==> src/rac_params.svh <==
// constants for the rtc alarm and tick control block
`ifndef RAC_PARAMS_SVH
`define RAC_PARAMS_SVH

// ----------------------------------------
// register byte offsets
// ----------------------------------------
`define RAC_OFF_RESET 8'h00
`define RAC_OFF_PAGE 8'h04
`define RAC_OFF_SEC 8'h08
`define RAC_OFF_MIN 8'h0C
`define RAC_OFF_HOUR 8'h10
`define RAC_OFF_WDAY 8'h14
`define RAC_OFF_DATE 8'h18

// ----------------------------------------
// reset_control_reg fields
// ----------------------------------------
`define RAC_BIT_ONE_HZ_OFF 7
`define RAC_BIT_SIXTEEN_HZ_OFF 6
`define RAC_BIT_CLEAR_REQ 5
`define RAC_BIT_ALARM_INIT 4
`define RAC_RST_ONE_HZ_OFF 1'b1
`define RAC_RST_SIXTEEN_HZ_OFF 1'b1

// ----------------------------------------
// page_control_reg fields
// ----------------------------------------
`define RAC_BIT_IRQ_EN 7
`define RAC_BIT_ADJUST 4
`define RAC_BIT_RUN_EN 3
`define RAC_BIT_ALARM_EN 2
`define RAC_BIT_PAGE 0

// ----------------------------------------
// time fields, binary coded
// ----------------------------------------
`define RAC_NUM_FIELDS 5
`define RAC_SEC_MAX 7'h3B
`define RAC_MIN_MAX 7'h3B
`define RAC_HOUR_MAX 7'h17
`define RAC_WDAY_MAX 7'h06
`define RAC_DATE_MAX 7'h1F
`define RAC_DATE_MIN 7'h01
`define RAC_ADJ_HALF 7'h1E
`define RAC_ALM_INIT_MIN 7'h00
`define RAC_ALM_INIT_HOUR 7'h00
`define RAC_ALM_INIT_DATE 7'h01
`define RAC_ALM_INIT_WDAY 7'h00

// ----------------------------------------
// second counter on the 32.768 khz clock
// ----------------------------------------
`define RAC_CNT_W 15
`define RAC_CNT_WRAP 15'h7FFF
`define RAC_SUB_WRAP 11'h7FF

// ----------------------------------------
// bus responses
// ----------------------------------------
`define RAC_RESP_OKAY 2'h0
`define RAC_RESP_SLVERR 2'h2

`endif

==> src/rac_pkg.sv <==
// types for the rtc alarm and tick control block
package rac_pkg;

	typedef logic [6:0] rac_field_t;

	typedef enum {
		RAC_SRC_NONE,
		RAC_SRC_ALARM,
		RAC_SRC_1HZ,
		RAC_SRC_16HZ
	} rac_src_t;

	typedef enum {
		RAC_REG_RESET,
		RAC_REG_PAGE,
		RAC_REG_FIELD,
		RAC_REG_NONE
	} rac_reg_t;

	function automatic rac_src_t src_sel(input logic one_off, input logic sixteen_off,
			input logic alarm_en);
		unique case ({one_off, sixteen_off, alarm_en})
			3'b111: src_sel = RAC_SRC_ALARM;
			3'b010: src_sel = RAC_SRC_1HZ;
			3'b100: src_sel = RAC_SRC_16HZ;
			default: src_sel = RAC_SRC_NONE;
		endcase
	endfunction : src_sel

endpackage : rac_pkg

==> src/rac_ctrl.sv <==
// rtc reset register, second counter, tick sources and alarm with axi4-lite slave
// Functional notes
// - second counter from 32.768 khz gives 1 hz
// - source select: alarm, 1 hz, 16 hz, none
// - clear request write 1 sampled on slow clock
// - clear request reads 1 until done
// - alarm init loads 00:00, date 01, sunday
// - 1 hz event coincides with second increment
// - first tick one second after counter clear
// - run disable stops time, counter keeps going
// - page bit selects alarm bank
// - event gives one slow-cycle low pulse on both
// - alarm fires when minute hour date weekday match
// - time writes take effect at slow clock edge
// - adjust: clear seconds, carry when 30 or more
`timescale 1ns/1ps
`include "rac_params.svh"

module rac_ctrl (
	input wire logic aclk,
	input wire logic aresetn,
	input wire logic clk_en,
	input wire logic low_speed_clock,
	input wire logic [7:0] s_axi_awaddr,
	input wire logic s_axi_awvalid,
	output logic s_axi_awready,
	input wire logic [31:0] s_axi_wdata,
	input wire logic [3:0] s_axi_wstrb,
	input wire logic s_axi_wvalid,
	output logic s_axi_wready,
	output logic [1:0] s_axi_bresp,
	output logic s_axi_bvalid,
	input wire logic s_axi_bready,
	input wire logic [7:0] s_axi_araddr,
	input wire logic s_axi_arvalid,
	output logic s_axi_arready,
	output logic [31:0] s_axi_rdata,
	output logic [1:0] s_axi_rresp,
	output logic s_axi_rvalid,
	input wire logic s_axi_rready,
	output logic rtc_irq_line_n,
	output logic alarm_pin_n
);

	// ----------------------------------------
	// address decoding
	// ----------------------------------------
	function automatic rac_pkg::rac_reg_t reg_dec(input logic [7:0] a);
		case (a)
			`RAC_OFF_RESET: reg_dec = rac_pkg::RAC_REG_RESET;
			`RAC_OFF_PAGE: reg_dec = rac_pkg::RAC_REG_PAGE;
			`RAC_OFF_SEC, `RAC_OFF_MIN, `RAC_OFF_HOUR, `RAC_OFF_WDAY,
			`RAC_OFF_DATE: reg_dec = rac_pkg::RAC_REG_FIELD;
			default: reg_dec = rac_pkg::RAC_REG_NONE;
		endcase
	endfunction : reg_dec

	function automatic logic [2:0] fld_idx(input logic [7:0] a);
		fld_idx = 3'((a - `RAC_OFF_SEC) >> 2);
	endfunction : fld_idx

	// ----------------------------------------
	// state
	// ----------------------------------------
	logic ls_prev_q;
	logic ls_tick;
	logic sec_tick;
	logic hz16_tick;
	logic clear_done;
	logic aw_got_q;
	logic w_got_q;
	logic [7:0] awaddr_q;
	logic [7:0] wdata_q;
	logic wstrb_q;
	logic wr_do;
	logic wr_reset;
	logic wr_page;
	logic wr_field;
	logic [2:0] wr_idx;
	logic one_off_q;
	logic sixteen_off_q;
	logic clear_req_q;
	logic irq_en_q;
	logic adjust_q;
	logic run_en_q;
	logic alarm_en_q;
	logic page_q;
	logic match;
	logic match_prev_q;
	logic event_now;
	rac_pkg::rac_src_t src;
	rac_pkg::rac_field_t time_q [0:`RAC_NUM_FIELDS-1];
	rac_pkg::rac_field_t pend_val_q [0:`RAC_NUM_FIELDS-1];
	rac_pkg::rac_field_t next_t [0:`RAC_NUM_FIELDS-1];
	rac_pkg::rac_field_t alm_q [1:`RAC_NUM_FIELDS-1];
	logic [`RAC_NUM_FIELDS-1:0] pend_q;
	logic car_min;
	logic car_hour;
	logic car_day;
	logic [31:0] rd_val;
	logic [2:0] rd_idx;

	// inputs are synchronous, so a single previous sample suffices
	assign ls_tick = low_speed_clock & ~ls_prev_q;

	always_ff @(posedge aclk) begin
		if (!aresetn) begin
			ls_prev_q <= 1'b0;
		end else if (clk_en) begin
			ls_prev_q <= low_speed_clock;
		end
	end

	rac_sec_counter u_sec (
		.aclk(aclk),
		.aresetn(aresetn),
		.clk_en(clk_en),
		.ls_tick(ls_tick),
		.clear_req(clear_req_q),
		.sec_tick(sec_tick),
		.hz16_tick(hz16_tick),
		.clear_done(clear_done)
	);

	// ----------------------------------------
	// axi4-lite write channel
	// ----------------------------------------
	assign wr_do = aw_got_q & w_got_q & ~s_axi_bvalid;
	assign wr_reset = wr_do & wstrb_q & (reg_dec(awaddr_q) == rac_pkg::RAC_REG_RESET);
	assign wr_page = wr_do & wstrb_q & (reg_dec(awaddr_q) == rac_pkg::RAC_REG_PAGE);
	assign wr_field = wr_do & wstrb_q & (reg_dec(awaddr_q) == rac_pkg::RAC_REG_FIELD);
	assign wr_idx = fld_idx(awaddr_q);

	always_ff @(posedge aclk) begin
		if (!aresetn) begin
			aw_got_q <= 1'b0;
			w_got_q <= 1'b0;
			s_axi_awready <= 1'b0;
			s_axi_wready <= 1'b0;
			s_axi_bvalid <= 1'b0;
			s_axi_bresp <= `RAC_RESP_OKAY;
			awaddr_q <= 8'h00;
			wdata_q <= 8'h00;
			wstrb_q <= 1'b0;
		end else if (clk_en) begin
			if (s_axi_awvalid && s_axi_awready) begin
				aw_got_q <= 1'b1;
				awaddr_q <= s_axi_awaddr;
			end
			if (s_axi_wvalid && s_axi_wready) begin
				w_got_q <= 1'b1;
				wdata_q <= s_axi_wdata[7:0];
				wstrb_q <= s_axi_wstrb[0];
			end
			s_axi_awready <= ~aw_got_q & ~(s_axi_awvalid & s_axi_awready);
			s_axi_wready <= ~w_got_q & ~(s_axi_wvalid & s_axi_wready);
			if (wr_do) begin
				aw_got_q <= 1'b0;
				w_got_q <= 1'b0;
				s_axi_bvalid <= 1'b1;
				s_axi_bresp <= (reg_dec(awaddr_q) == rac_pkg::RAC_REG_NONE) ?
					`RAC_RESP_SLVERR : `RAC_RESP_OKAY;
			end else if (s_axi_bvalid && s_axi_bready) begin
				s_axi_bvalid <= 1'b0;
			end
		end
	end

	// ----------------------------------------
	// reset_control_reg
	// ----------------------------------------
	// only a written 1 acts on the request bits, so a stale readback cannot retrigger
	always_ff @(posedge aclk) begin
		if (!aresetn) begin
			one_off_q <= `RAC_RST_ONE_HZ_OFF;
			sixteen_off_q <= `RAC_RST_SIXTEEN_HZ_OFF;
			clear_req_q <= 1'b0;
		end else if (clk_en) begin
			if (wr_reset) begin
				one_off_q <= wdata_q[`RAC_BIT_ONE_HZ_OFF];
				sixteen_off_q <= wdata_q[`RAC_BIT_SIXTEEN_HZ_OFF];
			end
			if (wr_reset && wdata_q[`RAC_BIT_CLEAR_REQ]) begin
				clear_req_q <= 1'b1;
			end else if (clear_done) begin
				clear_req_q <= 1'b0;
			end
		end
	end

	// ----------------------------------------
	// page_control_reg
	// ----------------------------------------
	always_ff @(posedge aclk) begin
		if (!aresetn) begin
			irq_en_q <= 1'b0;
			adjust_q <= 1'b0;
			run_en_q <= 1'b0;
			alarm_en_q <= 1'b0;
			page_q <= 1'b0;
		end else if (clk_en) begin
			if (wr_page) begin
				irq_en_q <= wdata_q[`RAC_BIT_IRQ_EN];
				run_en_q <= wdata_q[`RAC_BIT_RUN_EN];
				alarm_en_q <= wdata_q[`RAC_BIT_ALARM_EN];
				page_q <= wdata_q[`RAC_BIT_PAGE];
			end
			if (wr_page && wdata_q[`RAC_BIT_ADJUST]) begin
				adjust_q <= 1'b1;
			end else if (sec_tick && run_en_q) begin
				adjust_q <= 1'b0;
			end
		end
	end

	// ----------------------------------------
	// time keeping
	// ----------------------------------------
	always_comb begin
		for (int i = 0; i < `RAC_NUM_FIELDS; i++) begin
			next_t[i] = time_q[i];
		end
		car_min = 1'b0;
		car_hour = 1'b0;
		car_day = 1'b0;
		if (sec_tick && run_en_q) begin
			if (adjust_q) begin
				next_t[0] = 7'h00;
				car_min = (time_q[0] >= `RAC_ADJ_HALF);
			end else if (time_q[0] == `RAC_SEC_MAX) begin
				next_t[0] = 7'h00;
				car_min = 1'b1;
			end else begin
				next_t[0] = time_q[0] + 7'h01;
			end
		end
		if (car_min) begin
			car_hour = (time_q[1] == `RAC_MIN_MAX);
			next_t[1] = car_hour ? 7'h00 : time_q[1] + 7'h01;
		end
		if (car_hour) begin
			car_day = (time_q[2] == `RAC_HOUR_MAX);
			next_t[2] = car_day ? 7'h00 : time_q[2] + 7'h01;
		end
		if (car_day) begin
			next_t[3] = (time_q[3] == `RAC_WDAY_MAX) ? 7'h00 : time_q[3] + 7'h01;
			next_t[4] = (time_q[4] == `RAC_DATE_MAX) ? `RAC_DATE_MIN : time_q[4] + 7'h01;
		end
	end

	// writes are held and land on the next slow clock edge
	genvar g;
	generate
		for (g = 0; g < `RAC_NUM_FIELDS; g++) begin : g_fld
			always_ff @(posedge aclk) begin
				if (!aresetn) begin
					pend_q[g] <= 1'b0;
					pend_val_q[g] <= 7'h00;
					time_q[g] <= (g == 4) ? `RAC_DATE_MIN : 7'h00;
				end else if (clk_en) begin
					if (wr_field && !page_q && wr_idx == 3'(g)) begin
						pend_q[g] <= 1'b1;
						pend_val_q[g] <= wdata_q[6:0];
					end else if (ls_tick) begin
						pend_q[g] <= 1'b0;
					end
					if (ls_tick) begin
						time_q[g] <= pend_q[g] ? pend_val_q[g] : next_t[g];
					end
				end
			end
		end
	endgenerate

	// ----------------------------------------
	// alarm bank
	// ----------------------------------------
	always_ff @(posedge aclk) begin
		if (!aresetn) begin
			alm_q[1] <= `RAC_ALM_INIT_MIN;
			alm_q[2] <= `RAC_ALM_INIT_HOUR;
			alm_q[3] <= `RAC_ALM_INIT_WDAY;
			alm_q[4] <= `RAC_ALM_INIT_DATE;
		end else if (clk_en) begin
			if (wr_reset && wdata_q[`RAC_BIT_ALARM_INIT]) begin
				alm_q[1] <= `RAC_ALM_INIT_MIN;
				alm_q[2] <= `RAC_ALM_INIT_HOUR;
				alm_q[3] <= `RAC_ALM_INIT_WDAY;
				alm_q[4] <= `RAC_ALM_INIT_DATE;
			end else if (wr_field && page_q && wr_idx != 3'h0) begin
				alm_q[wr_idx] <= wdata_q[6:0];
			end
		end
	end

	// ----------------------------------------
	// event source and output pulse
	// ----------------------------------------
	assign match = (alm_q[1] == time_q[1]) & (alm_q[2] == time_q[2]) &
		(alm_q[3] == time_q[3]) & (alm_q[4] == time_q[4]);
	assign src = rac_pkg::src_sel(one_off_q, sixteen_off_q, alarm_en_q);

	// alarm fires on the match edge only, not for the whole matching minute
	always_comb begin
		unique case (src)
			rac_pkg::RAC_SRC_ALARM: event_now = match & ~match_prev_q;
			rac_pkg::RAC_SRC_1HZ: event_now = sec_tick;
			rac_pkg::RAC_SRC_16HZ: event_now = hz16_tick;
			rac_pkg::RAC_SRC_NONE: event_now = 1'b0;
		endcase
	end

	always_ff @(posedge aclk) begin
		if (!aresetn) begin
			match_prev_q <= 1'b0;
			rtc_irq_line_n <= 1'b1;
			alarm_pin_n <= 1'b1;
		end else if (clk_en && ls_tick) begin
			match_prev_q <= match;
			rtc_irq_line_n <= ~(event_now & irq_en_q);
			alarm_pin_n <= ~(event_now & irq_en_q);
		end
	end

	// ----------------------------------------
	// axi4-lite read channel
	// ----------------------------------------
	assign rd_idx = fld_idx(s_axi_araddr);

	always_comb begin
		rd_val = 32'h0000_0000;
		unique case (reg_dec(s_axi_araddr))
			rac_pkg::RAC_REG_RESET: rd_val[7:0] = {one_off_q, sixteen_off_q, clear_req_q,
				5'h00};
			rac_pkg::RAC_REG_PAGE: rd_val[7:0] = {irq_en_q, 2'h0, adjust_q, run_en_q,
				alarm_en_q, 1'b0, page_q};
			rac_pkg::RAC_REG_FIELD: begin
				if (!page_q) begin
					rd_val[6:0] = time_q[rd_idx];
				end else if (rd_idx != 3'h0) begin
					rd_val[6:0] = alm_q[rd_idx];
				end
			end
			rac_pkg::RAC_REG_NONE: rd_val = 32'h0000_0000;
		endcase
	end

	always_ff @(posedge aclk) begin
		if (!aresetn) begin
			s_axi_arready <= 1'b0;
			s_axi_rvalid <= 1'b0;
			s_axi_rdata <= 32'h0000_0000;
			s_axi_rresp <= `RAC_RESP_OKAY;
		end else if (clk_en) begin
			if (s_axi_arvalid && s_axi_arready) begin
				s_axi_arready <= 1'b0;
				s_axi_rvalid <= 1'b1;
				s_axi_rdata <= rd_val;
				s_axi_rresp <= (reg_dec(s_axi_araddr) == rac_pkg::RAC_REG_NONE) ?
					`RAC_RESP_SLVERR : `RAC_RESP_OKAY;
			end else if (s_axi_rvalid && s_axi_rready) begin
				s_axi_rvalid <= 1'b0;
				s_axi_arready <= 1'b1;
			end else if (!s_axi_rvalid) begin
				s_axi_arready <= 1'b1;
			end
		end
	end

endmodule : rac_ctrl

==> src/rac_sec_counter.sv <==
// second counter prescaler running on low speed clock ticks
`timescale 1ns/1ps
`include "rac_params.svh"

module rac_sec_counter (
	input wire logic aclk,
	input wire logic aresetn,
	input wire logic clk_en,
	input wire logic ls_tick,
	input wire logic clear_req,
	output logic sec_tick,
	output logic hz16_tick,
	output logic clear_done
);
	logic [`RAC_CNT_W-1:0] cnt_q;

	// clear is sampled only on a low speed tick
	assign clear_done = ls_tick & clear_req;
	assign sec_tick = ls_tick & ~clear_req & (cnt_q == `RAC_CNT_WRAP);
	assign hz16_tick = ls_tick & ~clear_req & (cnt_q[10:0] == `RAC_SUB_WRAP);

	always_ff @(posedge aclk) begin
		if (!aresetn) begin
			cnt_q <= '0;
		end else if (clk_en && ls_tick) begin
			if (clear_req) begin
				cnt_q <= '0;
			end else begin
				cnt_q <= cnt_q + `RAC_CNT_W'(1);
			end
		end
	end

endmodule : rac_sec_counter

==> config.mk <==
export PLATFORM = sky130hd
export DESIGN_NAME = rac_ctrl
export DESIGN_NICKNAME = d
export VERILOG_FILES = /design/src/rac_pkg.sv /design/src/rac_ctrl.sv /design/src/rac_sec_counter.sv
export VERILOG_INCLUDE_DIRS = /design/src
export SDC_FILE = /design/constraint.sdc
export NUM_CORES = 1
export LEC_CHECK = 0
export ABC_AREA = 1
export BUFFER_PORTS_ARGS = -buffer_cell sky130_fd_sc_hd__buf_2
export CAP_MARGIN = 20
export CORE_ASPECT_RATIO = 1.2
export CORE_MARGIN = 3
export CORE_UTILIZATION = 50
export CTS_BUF_LIST = sky130_fd_sc_hd__clkbuf_8 sky130_fd_sc_hd__clkbuf_16
export DETAILED_ROUTE_END_ITERATION = 12
export HOLD_SLACK_MARGIN = 0.12
export PLACE_DENSITY_LB_ADDON = 0.05
export REMOVE_ABC_BUFFERS = 1
export SLEW_MARGIN = 15
export SYNTH_ARGS = -nofsm -noshare
export SYNTH_HDL_FRONTEND = slang
export SYNTH_HIERARCHICAL = 1
export SYNTH_SLANG_ARGS = --single-unit
==> constraint.sdc <==
create_clock -name aclk -period 3.5 [get_ports aclk]
set_clock_uncertainty 0.15 [all_clocks]
set_input_delay 0.7 -clock aclk [delete_from_list [all_inputs] [get_ports aclk]]
set_output_delay 0.7 -clock aclk [all_outputs]
set_load 0.005 [all_outputs]
==> impl_metrics.toml, run 1 <==
[routing]
dr.first_iter.drc_count = 833
post_drt_via_cell_ratio = 5.23
drtPass1Iterations = 7
postRouteAntennaNets = 0
wl_met1_um = 11100
wl_per_cell_um = 17.6
met2_length_um = 12400
drc = 0
maxUsedRoutingLayer = "met4"
via_count = 7622
wl_met3_um = 1400
wirelength_um = 25600

[place]
dpl.hpwl_um = 18800
io_buffers = 50
dp_cells = 1423
place_area_um2 = 10000
place_congestion = 0.967

[status]
status = "finished clean"

[sta]
hold_viol_final = 0
timing.final.crit_share_pct = 78.0
tightest_slew_ns = 0.762
rsz0062_at_grt = "false"
maxSlewViolCount = 0
finalSetupTns_ns = 0
post-route-min-period_ns = 2.73
fmax_mhz = 366
whs_ns = 0.299
max_slew_margin_pct = 49.2
setup_violations = 0

[power_and_ir_drop]
p_int_mw = 3.44
power.switching_mw = 1.17
power_switching_share_pct = 25.3
clockPowerShare_pct = 39.6
ir_drop_uv = 340
power.leakage_nw = 4.28
power_frac_seq_pct = 52.7
combPwrFrac_pct = 7.7
power_per_cell_area_nw_per_um2 = 435

[synth]
yosysTopAreaCellShare_pct = 37.2
synth_cell_types = 44
synth_seq_cells = 184
synth.most_common_cell = "nand2_1"
synth_area_um2 = 9610
async_reset_ff_share_pct = 0
synth_ff_type = "edfxtp_1"
synth_edf_count = 119
postSynthCellCount = 1146
yosys.area.top_type = "edfxtp_1"
yosysWarnings = 6
avgSynthCellArea_um2 = 8.38
synth_top_cells_by_count = "nand2_1, nor2_1, inv_1, edfxtp_1, a21oi_1"
synth_area_leaders = "edfxtp_1, dfxtp_1, nand2_1"
yosysSeqAreaShare_pct = 50.7

[critical_path]
worstPathMaxFanout = 9
worstSetupPathType = "reg -> reg"
endpoint_kind = "register"
critPathLaunch = "awaddr_q[3]"
rr_startpoint = "awaddr_q[3]"
arrival_ns = 2.65
start_kind = "register"
worstPathRequired_ns = 3.42

[cells_and_area]
n_fill_cell = 1738
antennaDiodeCount = 0
stdcell_count = 1456
multi_input_area_um2 = 3970
seq_area_um2 = 4870
stdcell_area_um2 = 10600
areaGrowthSynthToFinish_pct = 10.0
nNetsFinal = 1264
drive_gt1_share_pct = 11.4

[min_path]
hold_start = "s_axi_rdata[3]"
worstHoldPathType = "reg -> reg"

[floorplanning]
num_io_pins = 104
rows = 54
die_area_um2 = 20900
fp.dieW_um = 133
start_util_pct = 51.9
core_um2 = 18500
die_h_um = 158

[cts]
cts-root-buf = "clkbuf_16"
cts.sinks = 184
cts_tree = "done"
ctsHoldBuffers = 0
htreeDepth = 4
cts_resized = 0
path_clk_slew_ns = 0.07
cts_buffer_depth = 2
clk_latency_ns = 0.44
numCtsBuffers = 17
post_cts_buffers = 0

[global_route]
grt_max_degree = 50
grt_pass1_vias = 7158
overflow = 0
antenna_found_initial = 0
grtUsageTotal_pct = 25.0
grt_first_pass_wirelength_um = 39800

[run]
cap_violations = 0
## cells by family (layout without fill, tap and decap cells)
group | after synthesis | after routing | share of synthesized area [%]
simple gates | 522 | 522 | 24.4
compound gates | 195 | 195 | 11.0
buf+inv | 195 | 228 | 8.88
flops | 184 | 184 | 50.7
xor+xnor | 37 | 37 | 3.37
fa+ha+maj | 12 | 12 | 1.56
other cells | 1 | 26 | 0.0390
## power by group through the flow
stage / clock, mW / combinational, mW / sequential [mW]
2_1_floorplan: 0 / 0.216 / 2.45
3_3_place_gp: 0 / 0.349 / 2.47
3_5_place_dp: 0 / 0.351 / 2.47
4_1_cts: 1.84 / 0.352 / 2.43
5_1_grt: 1.94 / 0.399 / 2.43
6_report: 1.82 / 0.355 / 2.43
## final cells by class
| cell class | instances | area share [%] |
|---|---|---|
| well taps | 252 | 2.98 |
| multi-input cells | 792 | 37.6 |
| repair buffers | 61 | 3.34 |
| clock inverters | 13 | 0.911 |
| flip-flops and latches | 184 | 46.1 |
| inverters | 135 | 4.79 |
| clock buffers | 19 | 4.28 |
## flip-flops by register name, summed over array words and instances (netlist names), 5 cells and up
| signal | cells |
|---|---|
| awaddr_q | 8 |
| time_q | 35 |
| alm_q | 49 |
| wdata_q | 8 |
| s_axi_rdata | 8 |
| pend_q | 5 |
| u_sec/cnt_q | 15 |
| pend_val_q | 35 |
## final timing paths
path / slack (ns) / to / cells past startpoint
setup reg to reg: 0.77 / alm_q[6][6] / 9
hold reg to reg: 0.30 / s_axi_rdata[3] / 2
setup / recovery: 0.77 / alm_q[6][6] / 9
hold / removal: 0.30 / s_axi_rdata[3] / 2
## worst max-delay path, cell delays in order, from the launching register on
cell and delay, ns:
dfxtp_1 0.46, inv_2 0.18, ha_1 0.35, inv_1 0.16, o21ai_0 0.14, nor2_2 0.13, inv_2 0.07, nor2_4 0.17
inv_1 0.06, nor2_1 0.49
## placed cells by master (no fill, tap or decap), drive strengths merged
| master | synthesis | routed |
|---|---|---|
| a211oi | 2 | 2 |
| a21oi | 90 | 90 |
| a22oi | 1 | 1 |
| a31oi | 1 | 1 |
| buf | 39 | 61 |
| clkbuf | 21 | 19 |
| clkinv | 5 | 8 |
| clkinvlp | 0 | 1 |
| conb | 1 | 26 |
| dfxtp | 65 | 65 |
| edfxtp | 119 | 119 |
| ha | 12 | 12 |
| inv | 130 | 139 |
| nand2 | 261 | 261 |
| nand3 | 54 | 54 |
| nand3b | 2 | 2 |
| nand4 | 21 | 21 |
| nor2 | 158 | 158 |
| nor3 | 18 | 18 |
| nor4 | 3 | 3 |
| o2111ai | 2 | 2 |
| o211ai | 8 | 8 |
| o21a | 2 | 2 |
| o21ai | 84 | 84 |
| o22ai | 1 | 1 |
| o31ai | 4 | 4 |
| or2 | 5 | 5 |
| xnor2 | 22 | 22 |
| xor2 | 15 | 15 |
## per-stage QoR
step / power, mW / setup WS [ns] / util, %
after floorplan: 2.67 / 0.640 / -
after global placement: 2.82 / 0.455 / 54.0
after detailed placement: 2.82 / 0.440 / 54.0
after CTS: 4.62 / 0.748 / 57.0
after global routing: 4.77 / 0.534 / 57.1
final: 4.60 / 0.771 / 57.1
## per-layer routing
metal,vias up,global-route usage [%]
met1,3525,32.8
li1,3809,-
met3,38,3.97
met4,0,9.16
met2,250,42.3
met5,-,0
No activity file was read; power rests on OpenSTA's default activity.
==> inputs of run 2 (changes only) <==
ABC_AREA = 0   (was 1)
clock period = 2.6 ns   (was 3.5 ns; I/O delays follow)
==> run 2 against run 1 <==
Effect of this change:
- synthesized cell count shrank 18%
- sequential share of layout area fell by 1.0 points
- fmax up 12%
- count of clock-buffer cells in the layout is 1 lower
- first-iteration DRC count shrank 34%
- critical path depth fell by 3
- design area is 2.3% higher
- combinational power grew 37%
- register-to-register slack worse by 0.61 ns
- via count shrank 3.7%
- clock power rose by 47%
- utilization up 1.5 points
==> impl_metrics.toml, run 2 <==
[critical_path]
rr_startpoint = "awaddr_q[3]"
critPathBufInv = 1
worstPathMaxFanout = 7
timing.rr.end = "pend_val_q[1][4]"
worstSetupPathType = "reg -> reg"
endpoint_kind = "register"
worstPathRequired_ns = 2.57
crit_family = "simple AND/OR/NAND/NOR gates"
worstRegToRegCells = 6
rrSetupSlack_ns = 0.16
worstPathCellList = "inv_1, ha_1, o211ai_1, nor3b_2, nand3_1, nand2_1"
critPathSlowestCell = "ha_1"
arrival_ns = 2.40
critPathMaxStageDelay_ns = 0.46
start_kind = "register"

[cells_and_area]
drive_gt1_share_pct = 16.1
multi_input_area_um2 = 4250
largest-register = "alm_q"
seq_area_um2 = 4870
final_cell_mix = "edfxtp_1, nor2_1, nand2_1"
final_common_cell = "edfxtp_1"
nNetsFinal = 1079
antennaDiodeCount = 0
largest_register_ffs = 49
reg.largest.list = "alm_q x49, pend_val_q x35, time_q x35"
areaGrowthSynthToFinish_pct = 13.5
n_fill_cell = 1597

[synth]
avgSynthCellArea_um2 = 10.2
async_reset_ff_share_pct = 0
synth_area_um2 = 9520
synth_top_cells_by_count = "edfxtp_1, nor2_1, nand2_1, dfxtp_1, a21oi_1"
synth_ff_type = "edfxtp_1"
postSynthCellCount = 937
yosysWarnings = 6
synth_seq_cells = 184
synth_cell_types = 67
yosysSeqAreaShare_pct = 51.2
yosysTopAreaCellShare_pct = 37.5
synth_area_leaders = "edfxtp_1, dfxtp_1, mux2i_1"
synth_edf_count = 119
synth.most_common_cell = "edfxtp_1"
yosys.area.top_type = "edfxtp_1"

[routing]
dr.first_iter.drc_count = 552
wl_per_cell_um = 20.6
drtPass1Iterations = 5
post_drt_via_cell_ratio = 5.78
via_count = 7343
wirelength_um = 26200
postRouteAntennaNets = 0
drc = 0

[cts]
path_clk_slew_ns = 0.08
clk_latency_ns = 0.45
post_cts_buffers = 0
cts_tree = "done"
cts_buffer_depth = 2
numCtsBuffers = 17
cts-root-buf = "clkbuf_16"
ctsHoldBuffers = 0
cts.sinks = 184
cts_resized = 0
htreeDepth = 4

[status]
status = "finished clean"

[place]
io_buffers = 50
dpl.hpwl_um = 19800
place_congestion = 0.950

[floorplanning]
rows = 54
start_util_pct = 51.6
die_area_um2 = 20700
core_um2 = 18400
num_io_pins = 104
die_h_um = 157
fp.dieW_um = 132

[power_and_ir_drop]
p_total_mw = 6.42
ir_drop_uv = 426
power.leakage_nw = 4.04
power_per_cell_area_nw_per_um2 = 594

[global_route]
met3_usage_pct = 3.01
busiest_layer = "met2"
grt_max_degree = 44
grt_first_pass_wirelength_um = 40800
met1_usage_pct = 32.9
grt_pass1_vias = 7151
overflow = 0
grt_use_met2_pct = 44.1
grtUsageTotal_pct = 25.6
antenna_found_initial = 0

[min_path]
hold_start = "s_axi_wdata[0]"
hold_path_end = "wdata_q[0]"
hold_depth = 3
worstHoldPathType = "in -> reg"

[sta]
finalSetupTns_ns = 0
rsz0062_at_grt = "false"
fmax_mhz = 411
timing.final.crit_share_pct = 93.7
setup_violations = 0
maxSlewViolCount = 0
hold_viol_final = 0
post-route-min-period_ns = 2.44
tightest_slew_ns = 0.569
max_slew_margin_pct = 61.1

[run]
cap_violations = 0
[run 2: cell types whose count changed after synthesis, moves of 8 or more]
| cell | previous run | this run |
|---|---|---|
| nor2_1 | 143 | 108 |
| mux2i_1 | 0 | 48 |
| xnor2_1 | 22 | 34 |
| nand3_1 | 51 | 42 |
| nand2_1 | 253 | 100 |
| inv_1 | 125 | 13 |
| o21ai_0 | 79 | 22 |
| a21oi_1 | 89 | 62 |
| clkbuf_1 | 21 | 29 |
| a211oi_1 | 1 | 13 |
| and3_1 | 0 | 38 |
| a22oi_1 | 1 | 12 |
[run 2: routing by layer]
metal	wire, um	part of all wire, %	vias up
li1	-	-	3495
met1	11100	42	3570
met2	12900	49	225
met3	1280	4.9	53
met4	866	3.3	0
met5	0	0	-
[run 2: how the worst max path moves through the flow]
stage | slack, ns | depth (start not counted) | end | startpoint
after floorplan | -0.37 | 7 | time_q[2][0] | low_speed_clock
after global placement | -0.02 | 9 | time_q[3][1] | low_speed_clock
after detailed placement | -0.03 | 9 | time_q[3][0] | low_speed_clock
after CTS | 0.19 | 7 | alm_q[6][3] | awaddr_q[3]
after global routing | 0.01 | 8 | time_q[3][0] | u_sec/cnt_q[0]
final | 0.16 | 6 | pend_val_q[1][4] | awaddr_q[3]
[run 2: power breakdown]
group	leakage (nW)	internal [mW]	switching [mW]	total, mW
Sequential	1.71	3.18	0.0857	3.26
Combinational	2.03	0.192	0.293	0.485
Clock	0.301	1.36	1.32	2.68
[run 2: kinds of logic (layout without fill, tap and decap cells)]
family	count (synthesis)	in the layout	share of synthesized area [%]
AND/OR/NAND/NOR	393	393	21.5
flip-flops	184	184	51.2
AO/OA/AOI/OAI	143	143	9.30
buffers and inverters	94	151	5.15
XOR/XNOR	56	56	5.15
multiplexers	54	54	6.11
adder cells (fa/ha/maj)	12	12	1.58
other	1	26	0.0394
[run 2: final cells by class]
cell class,count,area share [%]
tap,252,2.92
sequential,184,45.1
inverter,14,0.486
timing repair buffer,105,6.48
clock buffer,18,4.17
multi-input combinational,684,39.3
clock inverter,14,1.55
[run 2: tightest hold or removal path, delay by kind of cell]
kind | cells | cell delay, ns
buf+inv | 1 | 0.10
compound gates | 1 | 0.05
simple gates | 1 | 0.04
[run 2: stage by stage]
stage	instances	cell area [um2]	utilization [%]	hold slack, ns	setup slack [ns]
2_1_floorplan	882	9180	-	0.293	-0.373
3_3_place_gp	1239	10200	55.3	0.300	-0.0237
3_5_place_dp	1239	10200	55.3	0.304	-0.0322
4_1_cts	1271	10800	58.6	0.139	0.186
5_1_grt	1271	10800	58.6	0.158	0.0133
6_report	1271	10800	58.6	0.152	0.164
